===== src/hdl/ssr_pkg.sv =====
// Package for the scale status register group: offsets, field positions, types.
// Assumes a single 100 MHz clock domain and a simple synchronous read port.
package ssr_pkg;

   // Register word indices on the read port
   localparam logic [3:0] SSR_IDX_INST_STATUS = 4'h0;
   localparam logic [3:0] SSR_IDX_SCALE_ERROR = 4'h1;
   localparam logic [3:0] SSR_IDX_SCALE_STATUS = 4'h2;
   localparam logic [3:0] SSR_IDX_INST_STATE = 4'h3;
   localparam logic [3:0] SSR_IDX_GROSS = 4'h4;
   localparam logic [3:0] SSR_IDX_NET = 4'h5;
   localparam logic [3:0] SSR_IDX_FLOW = 4'h6;
   localparam logic [3:0] SSR_IDX_INPUT_SIG = 4'h7;

   // Instrument status word fields
   localparam int SSR_IS_REMOTE_BIT = 0;
   localparam int SSR_IS_RESTART_BIT = 1;

   // Scale status word fields
   localparam int SSR_SS_NET_OVF_BIT = 0;
   localparam int SSR_SS_GROSS_OVF_BIT = 1;
   localparam int SSR_SS_FLOW_OVF_BIT = 2;
   localparam int SSR_SS_ZERO_DISP_BIT = 3;
   localparam int SSR_SS_ZERO_GROSS_BIT = 4;
   localparam int SSR_SS_ZERO_NET_BIT = 5;
   localparam int SSR_SS_NET_MODE_BIT = 6;
   localparam int SSR_SS_MOTION_BIT = 7;
   localparam int SSR_SS_FLOW_DISP_BIT = 11;
   localparam int SSR_SS_NET_PREC_BIT = 12;
   localparam int SSR_SS_GROSS_PREC_BIT = 13;

   // Scaled-integer range of one signed 16-bit register
   localparam logic signed [31:0] SSR_INT_MAX = 32'sh0000_7FFF;
   localparam logic signed [31:0] SSR_INT_MIN = -32'sh0000_8000;
   // Six-digit magnitude limit
   localparam logic signed [31:0] SSR_DIGIT6_MAX = 32'sd999999;

   // Reset values
   localparam logic [7:0] SSR_ERR_RESET = 8'h00;
   localparam logic [15:0] SSR_WORD_RESET = 16'h0000;
   localparam logic [31:0] SSR_WIDE_RESET = 32'h0000_0000;

   // Instrument state codes
   typedef enum logic [2:0] {
      SSR_ST_STARTING = 3'h0,
      SSR_ST_WAIT_START = 3'h1,
      SSR_ST_WARMUP = 3'h2,
      SSR_ST_NORMAL = 3'h3,
      SSR_ST_ERROR = 3'h4,
      SSR_ST_FATAL = 3'h5,
      SSR_ST_POWER_FAIL = 3'h6
   } ssr_state_t;

   // Source of a register read
   typedef enum logic [1:0] {
      SSR_SRC_RTU = 2'h0,
      SSR_SRC_TCP = 2'h1,
      SSR_SRC_FIELDBUS = 2'h2
   } ssr_src_t;

   // Live measurements and conditions from the weighing core
   typedef struct packed {
      logic signed [31:0] gross;
      logic signed [31:0] net;
      logic signed [31:0] flow;
      logic signed [31:0] input_uvv;
      logic [7:0] error_code;
      logic zero_disp;
      logic zero_gross;
      logic zero_net;
      logic net_mode;
      logic motion;
      logic flow_disp;
   } ssr_meas_t;

   // Read request from a communication channel
   typedef struct packed {
      logic valid;
      logic [3:0] index;
      logic float_view;
      ssr_src_t src;
   } ssr_req_t;

endpackage


===== src/hdl/ssr_status_pack.sv =====
// Combinational packer of the scale status word from live conditions.
// Assumes measurement inputs are stable in the cycle they are sampled.
`timescale 1ns/1ps
`default_nettype none
module ssr_status_pack
   import ssr_pkg::*;
(
   input wire ssr_meas_t meas,
   input wire logic float_view,
   output logic [15:0] status_word
);

   // Does a value fit one signed 16-bit register
   function automatic logic ssr_fits_int(input logic signed [31:0] v);
      ssr_fits_int = (v <= SSR_INT_MAX) && (v >= SSR_INT_MIN);
   endfunction

   // Does a value exceed six digits in magnitude
   function automatic logic ssr_over_6dig(input logic signed [31:0] v);
      ssr_over_6dig = (v > SSR_DIGIT6_MAX) || (v < -SSR_DIGIT6_MAX);
   endfunction

   // Build the word; undefined bits stay zero
   always_comb begin
      status_word = SSR_WORD_RESET;
      status_word[SSR_SS_NET_OVF_BIT] = !float_view && !ssr_fits_int(meas.net);
      status_word[SSR_SS_GROSS_OVF_BIT] = !float_view && !ssr_fits_int(meas.gross);
      status_word[SSR_SS_FLOW_OVF_BIT] = !float_view && !ssr_fits_int(meas.flow);
      status_word[SSR_SS_ZERO_DISP_BIT] = meas.zero_disp;
      status_word[SSR_SS_ZERO_GROSS_BIT] = meas.zero_gross;
      status_word[SSR_SS_ZERO_NET_BIT] = meas.zero_net;
      status_word[SSR_SS_NET_MODE_BIT] = meas.net_mode;
      status_word[SSR_SS_MOTION_BIT] = meas.motion;
      status_word[SSR_SS_FLOW_DISP_BIT] = meas.flow_disp;
      status_word[SSR_SS_NET_PREC_BIT] = ssr_over_6dig(meas.net);
      status_word[SSR_SS_GROSS_PREC_BIT] = ssr_over_6dig(meas.gross);
   end

endmodule
`default_nettype wire


===== src/hdl/ssr_regs.sv =====
// Status and measurement register group of the weighing instrument.
// Assumes reads arrive one per cycle from a protocol engine that tags the channel.
`timescale 1ns/1ps
`default_nettype none
// Operation
// - Instrument status bit 0 shows remote operation active.
// - Restart flag sets whenever the program starts, i.e. while reset is asserted.
// - Set restart flag tells the master volatile data was lost.
// - First status read over RTU or TCP clears the restart flag.
// - The clearing read still returns the flag as set.
// - Fieldbus reads keep the flag; fieldbus clears it by a reset command.
// - Scale error code holds 0..255; zero means no error.
// - Status bits 0..2 flag net, gross, flow too large for one register.
// - Overflow bits read zero through the floating-point view.
// - Status bits 3..5 flag good zero on display, gross, net.
// - Status bit 6 is one in net mode, zero in gross mode.
// - Status bit 11 set while display shows flow rate.
// - Status bits 12, 13 flag net, gross above six digits.
// - Input signal register shows present load-cell level in uV/V.
// - Instrument state codes 00 to 06 as enumerated.
module ssr_regs
   import ssr_pkg::*;
(
   input wire logic clk,
   input wire logic rst,
   input wire ssr_meas_t meas,
   input wire ssr_state_t inst_state,
   input wire logic remote_on,
   input wire logic fb_clear_restart,
   input wire ssr_req_t req,
   output logic rd_valid_ff,
   output logic [31:0] rd_data_ff,
   output logic [7:0] err_seen_ff,
   output logic restart_ff
);

   logic [15:0] scale_word;
   logic [15:0] inst_word;
   logic [31:0] nxt_rd_data;
   logic status_read_clears;
   ssr_meas_t meas_ff;

   // Measurement snapshot so one read sees one coherent set
   always_ff @(posedge clk or posedge rst) begin
      if (rst) begin
         meas_ff <= '0;
      end else begin
         meas_ff <= meas;
      end
   end

   // Scale status word packer
   ssr_status_pack u_pack (
      .meas(meas_ff),
      .float_view(req.float_view),
      .status_word(scale_word)
   );

   // Modbus channels clear the flag on a status read; fieldbus does not
   assign status_read_clears = req.valid && (req.index == SSR_IDX_INST_STATUS) &&
                               (req.src != SSR_SRC_FIELDBUS);

   // Restart flag: set by reset, cleared by first Modbus read or fieldbus command
   always_ff @(posedge clk or posedge rst) begin
      if (rst) begin
         restart_ff <= 1'b1;
      end else if (status_read_clears || fb_clear_restart) begin
         restart_ff <= 1'b0;
      end
   end

   // Instrument status word, unused bits zero
   always_comb begin
      inst_word = SSR_WORD_RESET;
      inst_word[SSR_IS_REMOTE_BIT] = remote_on;
      inst_word[SSR_IS_RESTART_BIT] = restart_ff;
   end

   // Read multiplexer
   always_comb begin
      nxt_rd_data = SSR_WIDE_RESET;
      unique case (req.index)
         SSR_IDX_INST_STATUS: nxt_rd_data = {16'h0000, inst_word};
         SSR_IDX_SCALE_ERROR: nxt_rd_data = {24'h000000, meas_ff.error_code};
         SSR_IDX_SCALE_STATUS: nxt_rd_data = {16'h0000, scale_word};
         SSR_IDX_INST_STATE: nxt_rd_data = {29'h00000000, inst_state};
         SSR_IDX_GROSS: nxt_rd_data = meas_ff.gross;
         SSR_IDX_NET: nxt_rd_data = meas_ff.net;
         SSR_IDX_FLOW: nxt_rd_data = meas_ff.flow;
         SSR_IDX_INPUT_SIG: nxt_rd_data = meas_ff.input_uvv;
         default: nxt_rd_data = SSR_WIDE_RESET;
      endcase
   end

   // Read reply registers
   always_ff @(posedge clk or posedge rst) begin
      if (rst) begin
         rd_valid_ff <= 1'b0;
         rd_data_ff <= SSR_WIDE_RESET;
      end else begin
         rd_valid_ff <= req.valid;
         if (req.valid) begin
            rd_data_ff <= nxt_rd_data;
         end
      end
   end

   // Error code accompanying every reply, for validity of weights
   always_ff @(posedge clk or posedge rst) begin
      if (rst) begin
         err_seen_ff <= SSR_ERR_RESET;
      end else if (req.valid) begin
         err_seen_ff <= meas_ff.error_code;
      end
   end

endmodule
`default_nettype wire


===== config.mk =====
export PLATFORM = sky130hd
export DESIGN_NAME = ssr_regs
export DESIGN_NICKNAME = d
export VERILOG_FILES = /design/src/hdl/ssr_pkg.sv /design/src/hdl/ssr_status_pack.sv /design/src/hdl/ssr_regs.sv
export SDC_FILE = /design/constraint.sdc
export NUM_CORES = 1
export LEC_CHECK = 0
export BUFFER_PORTS_ARGS = -buffer_cell sky130_fd_sc_hd__clkbuf_2
export CORE_MARGIN = 4
export CORE_UTILIZATION = 54
export CTS_CLUSTER_SIZE = 8
export DETAILED_ROUTE_END_ITERATION = 8
export PLACE_DENSITY = 0.94
export SLEW_MARGIN = 20
export SYNTH_ARGS = -nofsm -noshare
export SYNTH_HDL_FRONTEND = slang
export SYNTH_SLANG_ARGS = --single-unit

===== constraint.sdc =====
create_clock -name clk -period 12.2 [get_ports clk]
set_input_delay 0 -clock clk [delete_from_list [all_inputs] [get_ports clk]]
set_output_delay 0 -clock clk [all_outputs]
set_load 0.02 [all_outputs]

==> results.ini, run 1 <==
[power_and_ir_drop]
vdd_ir_drop_max_v = 0.0001481
cellPowerDensity_nw_per_um2 = 149.8
power.leakage_nw = 4.397
total_power_mw = 1.449

[floorplanning]
die_y_um = 117.3
start_util = 0.5575
core_um2 = 11560
dieArea_um2 = 13750
num_rows = 39
io_pins = 199
die_x_um = 117.3

[critical_path]
endpoint_kind = flip-flop
cp_num_buf_inv = 0
critPathSlowestCell = dfrtp_1
worstSetupStartpointType = flip-flop
path_class = reg2reg
crit_fanout = 3
reg2reg_setup_slack_ps = 10270
worstPathCellList = nor4_1 > nand3_1 > o41ai_1 > nor3_1 > a221o_1
worst_ep_arrival_time_ps = 2250
cp_data_required_time_ps = 12520
cp_top_family = simple AND/OR/NAND/NOR gates
max_stage_delay_ps = 450

[logic_synthesis]
synth_top_cell_by_area = dfrtp_1
synth_warnings = 0
syn_nets = 622
synth_cell_types = 52
synth-edff-count = 0
syn_area_per_cell_um2 = 13.87
async_reset_ff_frac = 1.000
synthFlopType = dfrtp_1
yosys-top-cells-area = dfrtp_1 71%, a222oi_1 3.7%, a31oi_1 2.7%
ys_seq_elements = 184
postSynthCellCount = 465
synth_top_area_share = 0.7103
syn-cell-area_um2 = 6447
ys_seq_area_frac = 0.7143

[route]
ant_nets = 0
drt_iter0_drc = 872
detailedRoute.firstPassIterationCount = 8
wl_per_cell_um = 25.71
routed_wl_um = 24880
drcViolationCount = 0
vias = 6157
viasPerCell = 6.361

[sta]
setup_ws_ps = 10270
clock_skew_ps = 7.629
max_freq_mhz = 519.4
hold_slack_ps = 87.92
setup_viol = 0
setup-tns-final_ps = 0
worst_slew_pin_slew_ps = 855.2
fin_crit_sh = 0.1578
min_period_ps = 1925
slew_headroom = 0.4299
finalMaxSlewViolations = 0
hold_viol = 0
rsz0062_at_grt = false

[clock_tree]
cts_resized = 0
cts.sink_count = 184
cts_max_level = 4
cts_max_path_buffers = 2
clk_latency_ps = 440
cts_tree = done
cts_buffers = 17
root_buffer = clkbuf_16
post-cts-setup-buffers = 0
clk_pin_slew_ps = 70
postCtsHoldBufs = 146

[grt]
grt_pass1_vias = 6514
grt.total_usage = 0.3747
grt_overflow = 0
grt_max_degree = 99
antenna_found_initial = 1
grt_pass1_wl_um = 37170

[job]
cap_violations = 0

[final_layout]
layout.cells.non_filler = 968
fin_util = 0.8366
final_nets = 968
area_growth_pct = 50.07
layout-drive-gt1-share = 0.3107
fin_area_um2 = 9676

[hold_path]
holdCritPathClass = in2reg

[placed_design]
place_hpwl_um = 13280
placed_area_um2 = 7503
place_congestion = 0.9495
place_inst = 787
io_buffers = 198
place_ws_ps = 9860

[outcome]
status = complete, no violations

-- logic make-up (layout without fill, tap and decap cells) --
group                  after synthesis  in the layout  synth area share
muxes                               18             18           0.03163
and+or+nand+nor                    139            139            0.1139
DFF                                184            184            0.7143
AOI/OAI and AO/OA                   99             99            0.1170
buffers and inverters               25            384           0.02309
other                                0              1                 0
-- cells in the final DEF (no fill, tap or decap), types with 4 or more instances in the layout --
master,instances
nand2b_1,4
nor3b_1,5
a31oi_1,28
a222oi_1,24
dlygate4sd3_1,146
mux2i_1,8
a21oi_1,13
nand3_1,6
a22oi_1,9
a221oi_1,4
bufinv_16,5
mux2_2,9
nor3_1,5
nor2_1,42
dfrtp_1,183
clkbuf_16,17
clkinv_2,4
o21ai_0,6
nor4_1,14
nand4_1,12
or4_1,4
nand2_1,30
clkbuf_2,198
-- power breakdown --
part	internal, mW	total (mW)	switching [mW]	leakage, nW
clock network	0.374	0.611	0.237	0.321
registers	0.647	0.677	0.0304	2.17
logic	0.0757	0.161	0.0854	1.91
-- routing by layer --
layer	global-route usage	vias up	part of all wire
met5	0	-	0
met4	0.2102	0	0.059
met3	0.1075	140	0.11
met2	0.6410	592	0.51
met1	0.4204	2980	0.33
li1	-	2445	-
-- synthesized netlist by cell type, types with 4 or more instances --
| master | n |
|---|---|
| dfrtp_1 | 183 |
| nor2_1 | 42 |
| nand2_1 | 30 |
| a31oi_1 | 28 |
| a222oi_1 | 24 |
| nor4_1 | 14 |
| a21oi_1 | 13 |
| nand4_1 | 12 |
| a22oi_1 | 9 |
| mux2_2 | 9 |
| mux2i_1 | 8 |
| clkbuf_1 | 7 |
| nand3_1 | 6 |
| o21ai_0 | 6 |
| buf_2 | 5 |
| buf_6 | 5 |
| nor3_1 | 5 |
| nor3b_1 | 5 |
| a221oi_1 | 4 |
| inv_1 | 4 |
| nand2b_1 | 4 |
| or4_1 | 4 |
-- area by class of cell --
class                   instances  area, um2
multi-input cells             256       1703
clock buffers                  20      456.7
fillers                       513       1889
flip-flops and latches        184       4606
repair buffers                348       2514
diodes                          1      2.502
inverters                       4      20.02
clock inverters                12      195.2
well taps                     143      178.9
-- state kept, by name, summed over array words and instances, names as in the netlist --
| name | flops |
|---|---|
| meas_ff | 142 |
| rd_data_ff | 32 |
| rd_valid_ff | 1 |
| err_seen_ff | 8 |
| restart_ff | 1 |
-- tightest hold or removal path, cell delays in order --
cell	delay (ps)
clkbuf_2	200
o21bai_1	140
a31oi_1	130
-- final timing paths --
kind,start,endpoint,depth (start not counted)
max,meas_ff[133],rd_data_ff[1],5
min,req[6],rd_data_ff[2],3
max reg2reg,meas_ff[133],rd_data_ff[1],5
min reg2reg,meas_ff[7],err_seen_ff[1],1
max in group asynchronous,rst,meas_ff[129],4
min in group asynchronous,rst,meas_ff[126],3
Note: power is estimated with default switching activity, not from simulation.
==> run 2, diff against run 1 <==
Settings changed: ABC_AREA set to 1, CORE_UTILIZATION 54 to 51, PLACE_DENSITY 0.94 to 0.89.
Clock period 12.2 ns to 1.8 ns, I/O delays scaled along.
==> run 2 against run 1 <==
Net effect: sequential power rose to 6.7 times the previous value; cell area rose by 4.1%; hold slack got worse by 29 ps; largest cell class unchanged.
==> results.ini, run 2 <==
[route]
vias = 6598  ; +7.2%
ant_nets = 0  ; unchanged
routed_wl_um = 24130  ; -3.0%
viasPerCell = 5.373  ; -16%
drt_iter0_drc = 622  ; -29%
detailedRoute.firstPassIterationCount = 7  ; -1
wl_per_cell_um = 19.65  ; -24%
drcViolationCount = 0  ; unchanged

[logic_synthesis]
ys_seq_elements = 184  ; unchanged
synth_cell_types = 27  ; -48%
postSynthCellCount = 688  ; +48%
syn_area_per_cell_um2 = 9.864  ; -29%
yosys-top-cells-area = dfrtp_1 67%, nand2_1 16%, nand4_1 3.0%
syn-cell-area_um2 = 6787  ; +5.3%
ys_seq_area_frac = 0.6787  ; -0.03569
async_reset_ff_frac = 1.000  ; unchanged
synth_warnings = 0  ; unchanged
synth_common_cells = 294 x nand2_1, 183 x dfrtp_1, 48 x nor2_1
synth-edff-count = 0  ; unchanged
synth.most_common_cell = nand2_1
synthFlopType = dfrtp_1
synth_top_cell_by_area = dfrtp_1
syn_nets = 845  ; +36%
synth_top_area_share = 0.6748  ; -0.03549

[clock_tree]
clk_latency_ps = 430  ; about the same
cts_max_level = 4  ; unchanged
post-cts-setup-buffers = 0  ; unchanged
postCtsHoldBufs = 146  ; unchanged
cts.sink_count = 184  ; unchanged
cts_tree = done
cts_max_path_buffers = 2  ; unchanged
clk_pin_slew_ps = 70  ; about the same
cts_buffers = 17  ; unchanged
root_buffer = clkbuf_16
cts_resized = 0  ; unchanged

[sta]
max_freq_mhz = 633.0  ; +22%
rsz0062_at_grt = false
setup-tns-final_ps = 0  ; unchanged
worst_slew_pin_slew_ps = 671.5  ; -183.7 ps
clock_skew_ps = 9.464  ; +1.835 ps
hold_viol = 0  ; unchanged
slew_headroom = 0.5517  ; +0.1218
hold_slack_ps = 58.65  ; -29.27 ps
finalMaxSlewViolations = 0  ; unchanged
min_period_ps = 1580  ; -345.3 ps
setup_ws_ps = 220.2  ; -10050 ps
fin_crit_sh = 0.8776  ; +0.7198
setup_viol = 0  ; unchanged

[power_and_ir_drop]
pwr-share-comb = 0.111  ; about the same
power.leakage_nw = 5.036  ; +15%
p_switching_mw = 2.245  ; +540%
p_clk_frac = 0.408  ; -0.014
cellPowerDensity_nw_per_um2 = 937.8  ; +530%
total_power_mw = 9.445  ; +550%
p_int_mw = 7.201  ; +560%
vdd_ir_drop_max_v = 0.0008225  ; +460%
sw_frac_of_total = 0.2376  ; -0.005582
seq_power_share = 0.481  ; +0.014

[job]
cap_violations = 0  ; unchanged

[final_layout]
largest_register_ff_count = 142  ; unchanged
area_growth_pct = 48.42
final_nets = 1198  ; +24%
final_common_cell = nand2_1
final_cell_mix = 294 x nand2_1, 198 x clkbuf_2, 183 x dfrtp_1, 146 x dlygate4sd3_1, 48 x nor2_1
fill_cells = 747  ; +46%
layout-drive-gt1-share = 0.2284  ; -0.08233
largest-register = meas_ff
reg_top3 = meas_ff (142), rd_data_ff (32), err_seen_ff (8)
fin_util = 0.7854  ; -0.05127

[floorplanning]
start_util = 0.5292  ; -0.02833
io_pins = 199  ; unchanged
die_y_um = 123.4  ; +5.2%
die_x_um = 123.4  ; +5.2%
core_um2 = 12820  ; +11%
num_rows = 41  ; +5.1%
dieArea_um2 = 15220  ; +11%

[placed_design]
io_buffers = 198  ; unchanged
place_hpwl_um = 13890  ; +4.6%
place_ws_ps = 197.2  ; -9663 ps
place_congestion = 0.9235  ; -2.7%

[critical_path]
r2r_end = rd_data_ff[1]
r2r_start = meas_ff[137]
reg2regPathDepth = 9  ; +4
cp_data_required_time_ps = 2120  ; -10400 ps
path_class = reg2reg
crit_fanout = 3  ; unchanged
worstSetupStartpointType = flip-flop
reg2reg_setup_slack_ps = 220  ; -10050 ps
worst_ep_arrival_time_ps = 1900  ; -350 ps
endpoint_kind = flip-flop

[grt]
grt_overflow = 0  ; unchanged
grt_pass1_wl_um = 37410  ; +0.65%
antenna_found_initial = 4  ; +3
grt_pass1_vias = 7190  ; +10%
grt_max_degree = 56  ; -43%
grt.total_usage = 0.3350  ; -0.03971

[outcome]
status = complete, no violations

[hold_path]
hold_path_depth = 2  ; -1
holdCritPathClass = in2reg
whs_endpoint = rd_valid_ff
min_from = req[7]

-- run 2: critical path: stages (launching register included) --
cell     delay (ps)
dfrtp_1         390
nand4_1         130
nor3_1          420
nand3_1         170
nand2_1         100
nand2_1          60
nand2_1          60
nand2_1          50
nand2_1          50
nand2_1          50
-- run 2: power groups by stage --
stage	Sequential, mW	Clock (mW)	Combinational [mW]
after floorplan	4.66	0	0.284
after global placement	4.60	0	0.736
after detailed placement	4.60	0	0.751
after CTS	4.53	3.83	1.01
after global routing	4.56	4.05	1.14
final	4.55	3.85	1.04
-- run 2: routing by layer --
metal / track usage / up-vias / share of wire
met5: 0 / - / 0
met4: 0.2104 / 0 / 0.064
met3: 0.1075 / 135 / 0.093
met2: 0.5678 / 470 / 0.51
met1: 0.3625 / 3077 / 0.33
li1: - / 2916 / -
-- run 2: logic make-up (layout without fill, tap and decap cells) --
family	Yosys count	in the layout	share of synthesized area
compound gates	35	35	0.03153
buf+inv	51	414	0.03521
flops	184	184	0.6787
other cells	0	5	0
simple gates	418	418	0.2546
-- run 2: worst max path at each step --
| stage | start | end | slack (ps) | cells past startpoint |
|---|---|---|---|---|
| floorplan | rst | err_seen_ff[0] | -560 | 1 |
| global placement | req[5] | rd_data_ff[31] | 260 | 10 |
| detailed placement | req[5] | rd_data_ff[31] | 200 | 10 |
| CTS | meas_ff[137] | rd_data_ff[1] | 260 | 9 |
| global route | meas_ff[141] | rd_data_ff[1] | 90 | 9 |
| finish | meas_ff[137] | rd_data_ff[1] | 220 | 9 |
-- run 2: cell type report --
class	count	area, um2	share of cell area
clock inverters	8	148.9	0.01478
multi-input cells	453	1942	0.1928
well taps	172	215.2	0.02137
inverters	31	120.1	0.01193
flip-flops and latches	184	4606	0.4573
repair buffers	354	2577	0.2559
diodes	5	12.51	0.001242
clock buffers	21	450.4	0.04472
-- run 2: per-stage QoR --
step | std cells | cell area, um2
2_1_floorplan | 688 | 6790
3_3_place_gp | 1048 | 7999
3_5_place_dp | 1048 | 7999
4_1_cts | 1223 | 10060
5_1_grt | 1227 | 10070
6_report | 1228 | 10070
==> run 3, diff against run 2 <==
Settings changed: ABC_AREA 1 to unset, PLACE_DENSITY 0.89 to 0.9.
==> run 3 against run 2 <==
Net effect: final cell count fell by 18%; flip-flop and latch count did not move; die area fell by 4.7%; utilization rose by 2.0 points; hold slack got worse by 13 ps; sequential power barely moved; power rose by 0.39%; routed wire length fell by 2.7%; clock skew rose by 3.8 ps; setup slack got worse by 190 ps; largest power group unchanged.
==> results.ini, run 3 (synthesized netlist as in run 1, its figures left out) <==
[final_layout]
area_growth_pct = 52.53
largest-register = meas_ff
diodes = 0  ; -5
layout-drive-gt1-share = 0.3290  ; +0.1006
final_cell_mix = 198 x clkbuf_2, 183 x dfrtp_1, 146 x dlygate4sd3_1, 41 x nor2_1, 30 x nand2_1
reg_top3 = meas_ff (142), rd_data_ff (32), err_seen_ff (8)
final_nets = 983  ; -18%
largest_register_ff_count = 142  ; unchanged
layout.cells.non_filler = 1007  ; -18%
fill_cells = 669  ; -10%
final_common_cell = clkbuf_2

[critical_path]
critPathSlowestCell = dfrtp_1
max_stage_delay_ps = 480  ; +60 ps
crit_fanout = 3  ; unchanged
worstSetupStartpointType = flip-flop
endpoint_kind = flip-flop
path_class = reg2reg
worst_ep_arrival_time_ps = 2080  ; +180 ps
cp_data_required_time_ps = 2110  ; about the same
worstPathCellList = nor4_2 > nand4_1 > or4_1 > nand3_1 > a31oi_1

[route]
wl_met3_um = 2304  ; +2.3%
top_layer = met4
wl_met2_um = 12060  ; -2.5%
drt_iter0_drc = 896  ; +44%
wl_met1_um = 8142  ; +2.4%
detailedRoute.firstPassIterationCount = 8  ; +1
vias = 5869  ; -11%
wl_per_cell_um = 23.31  ; +19%
routed_wl_um = 23470  ; -2.7%
ant_nets = 0  ; unchanged
viasPerCell = 5.828  ; +8.5%
drcViolationCount = 0  ; unchanged

[grt]
grt_pass1_vias = 6473  ; -10%
grt.total_usage = 0.3360  ; +0.0009999
grt_max_degree = 67  ; +20%
grt_pass1_wl_um = 36210  ; -3.2%
antenna_found_initial = 0  ; -4
grt_overflow = 0  ; unchanged

[outcome]
status = complete, no violations

[placed_design]
io_buffers = 198  ; unchanged
place_hpwl_um = 13540  ; -2.5%
place_inst = 829  ; -21%
place_congestion = 0.8485  ; -8.1%

[sta]
min_period_ps = 1767  ; +187.0 ps
max_freq_mhz = 566.0  ; -11%
worst_slew_pin_slew_ps = 512.1  ; -159.4 ps
setup-tns-final_ps = 0  ; unchanged
finalMaxSlewViolations = 0  ; unchanged
slew_headroom = 0.6586  ; +0.1069
hold_viol = 0  ; unchanged
hold_slack_ps = 45.98  ; -12.67 ps
fin_crit_sh = 0.9816  ; +0.1039
rsz0062_at_grt = true
clock_skew_ps = 13.31  ; +3.848 ps
setup_viol = 0  ; unchanged

[power_and_ir_drop]
cellPowerDensity_nw_per_um2 = 964.1  ; +2.8%
power.leakage_nw = 4.452  ; -12%
vdd_ir_drop_max_v = 0.001224  ; +49%

[clock_tree]
clk_pin_slew_ps = 70  ; about the same
cts_buffers = 17  ; unchanged
clk_latency_ps = 450  ; +20 ps
cts.sink_count = 184  ; unchanged
cts_tree = done
cts_max_level = 4  ; unchanged
cts_max_path_buffers = 2  ; unchanged
root_buffer = clkbuf_16

[job]
cap_violations = 0  ; unchanged

[floorplanning]
num_rows = 40  ; -2.4%
core_um2 = 12210  ; -4.8%
dieArea_um2 = 14500  ; -4.7%
die_y_um = 120.4  ; -2.4%
io_pins = 199  ; unchanged
die_x_um = 120.4  ; -2.4%
start_util = 0.5280  ; -0.001199

[hold_path]
holdCritPathClass = in2async

==> run 3: cell count changes in the layout (fill, tap and decap cells not counted), moves of 20 or more <==
cell	change
a31oi_1	+28
inv_1	-25
nand3_1	-20
nand4_1	-21
nand2_1	-264
a222oi_1	+24
==> run 3: timing repair <==
item,in CTS,in global routing
gates resized for setup,0,5
endpoints found under the setup margin,0,4
hold endpoints to repair,330,0
hold buffers,146,0
setup buffers,0,0
==> run 3: worst max-delay path, delay by kind of cell (launching register included) <==
family	cells	cell delay, ps
AND/OR/NAND/NOR	4	1060
AO/OA/AOI/OAI	1	90
flip-flops	1	480
==> run 3: power breakdown <==
| group | switching [mW] | internal (mW) | total (mW) |
|---|---|---|---|
| combinational | 0.565 | 0.543 | 1.11 |
| sequential | 0.187 | 4.38 | 4.57 |
| clock | 1.67 | 2.13 | 3.80 |
| total | 2.43 | 7.06 | 9.48 |
==> run 3: layer usage <==
layer,vias up,global-route usage
met4,0,0.1664
met3,76,0.09401
met2,438,0.5809
met5,-,0
li1,2478,-
met1,2877,0.3832
==> run 3: layout make-up <==
cell class                      count  area [um2]  area share
Tap cell                          168       210.2     0.02137
Multi-Input combinational cell    256        1723      0.1752
Clock inverter                     13       141.4     0.01438
Inverter                            4       18.77    0.001908
Timing Repair Buffer              363        2683      0.2728
Clock buffer                       19       452.9     0.04606
Sequential cell                   184        4606      0.4683
==> run 3: final timing paths <==
kind | cells after the start | slack, ps | startpoint | to
min in group clk | 4 | 50 | req[6] | rd_data_ff[2]
max in group asynchronous | 4 | 1140 | rst | meas_ff[12]
worst max register to register | 5 | 30 | meas_ff[68] | rd_data_ff[2]
worst min-delay path | 3 | 50 | rst | meas_ff[64]
worst max-delay path | 5 | 30 | meas_ff[68] | rd_data_ff[2]
worst min register to register | 1 | 510 | meas_ff[7] | err_seen_ff[1]
==> run 3: stage by stage <==
stage                     worst slack (ps)  total power [mW]  utilization  instance area [um2]
final                                33.20             9.482       0.8053                 9834
after global routing                -10.61             9.776       0.8053                 9834
after CTS                            20.82             9.393       0.8029                 9804
after detailed placement             50.49             5.435       0.6345                 7749
after global placement               64.52             5.397       0.6345                 7749
after floorplan                     -563.7             4.988            -                 6451
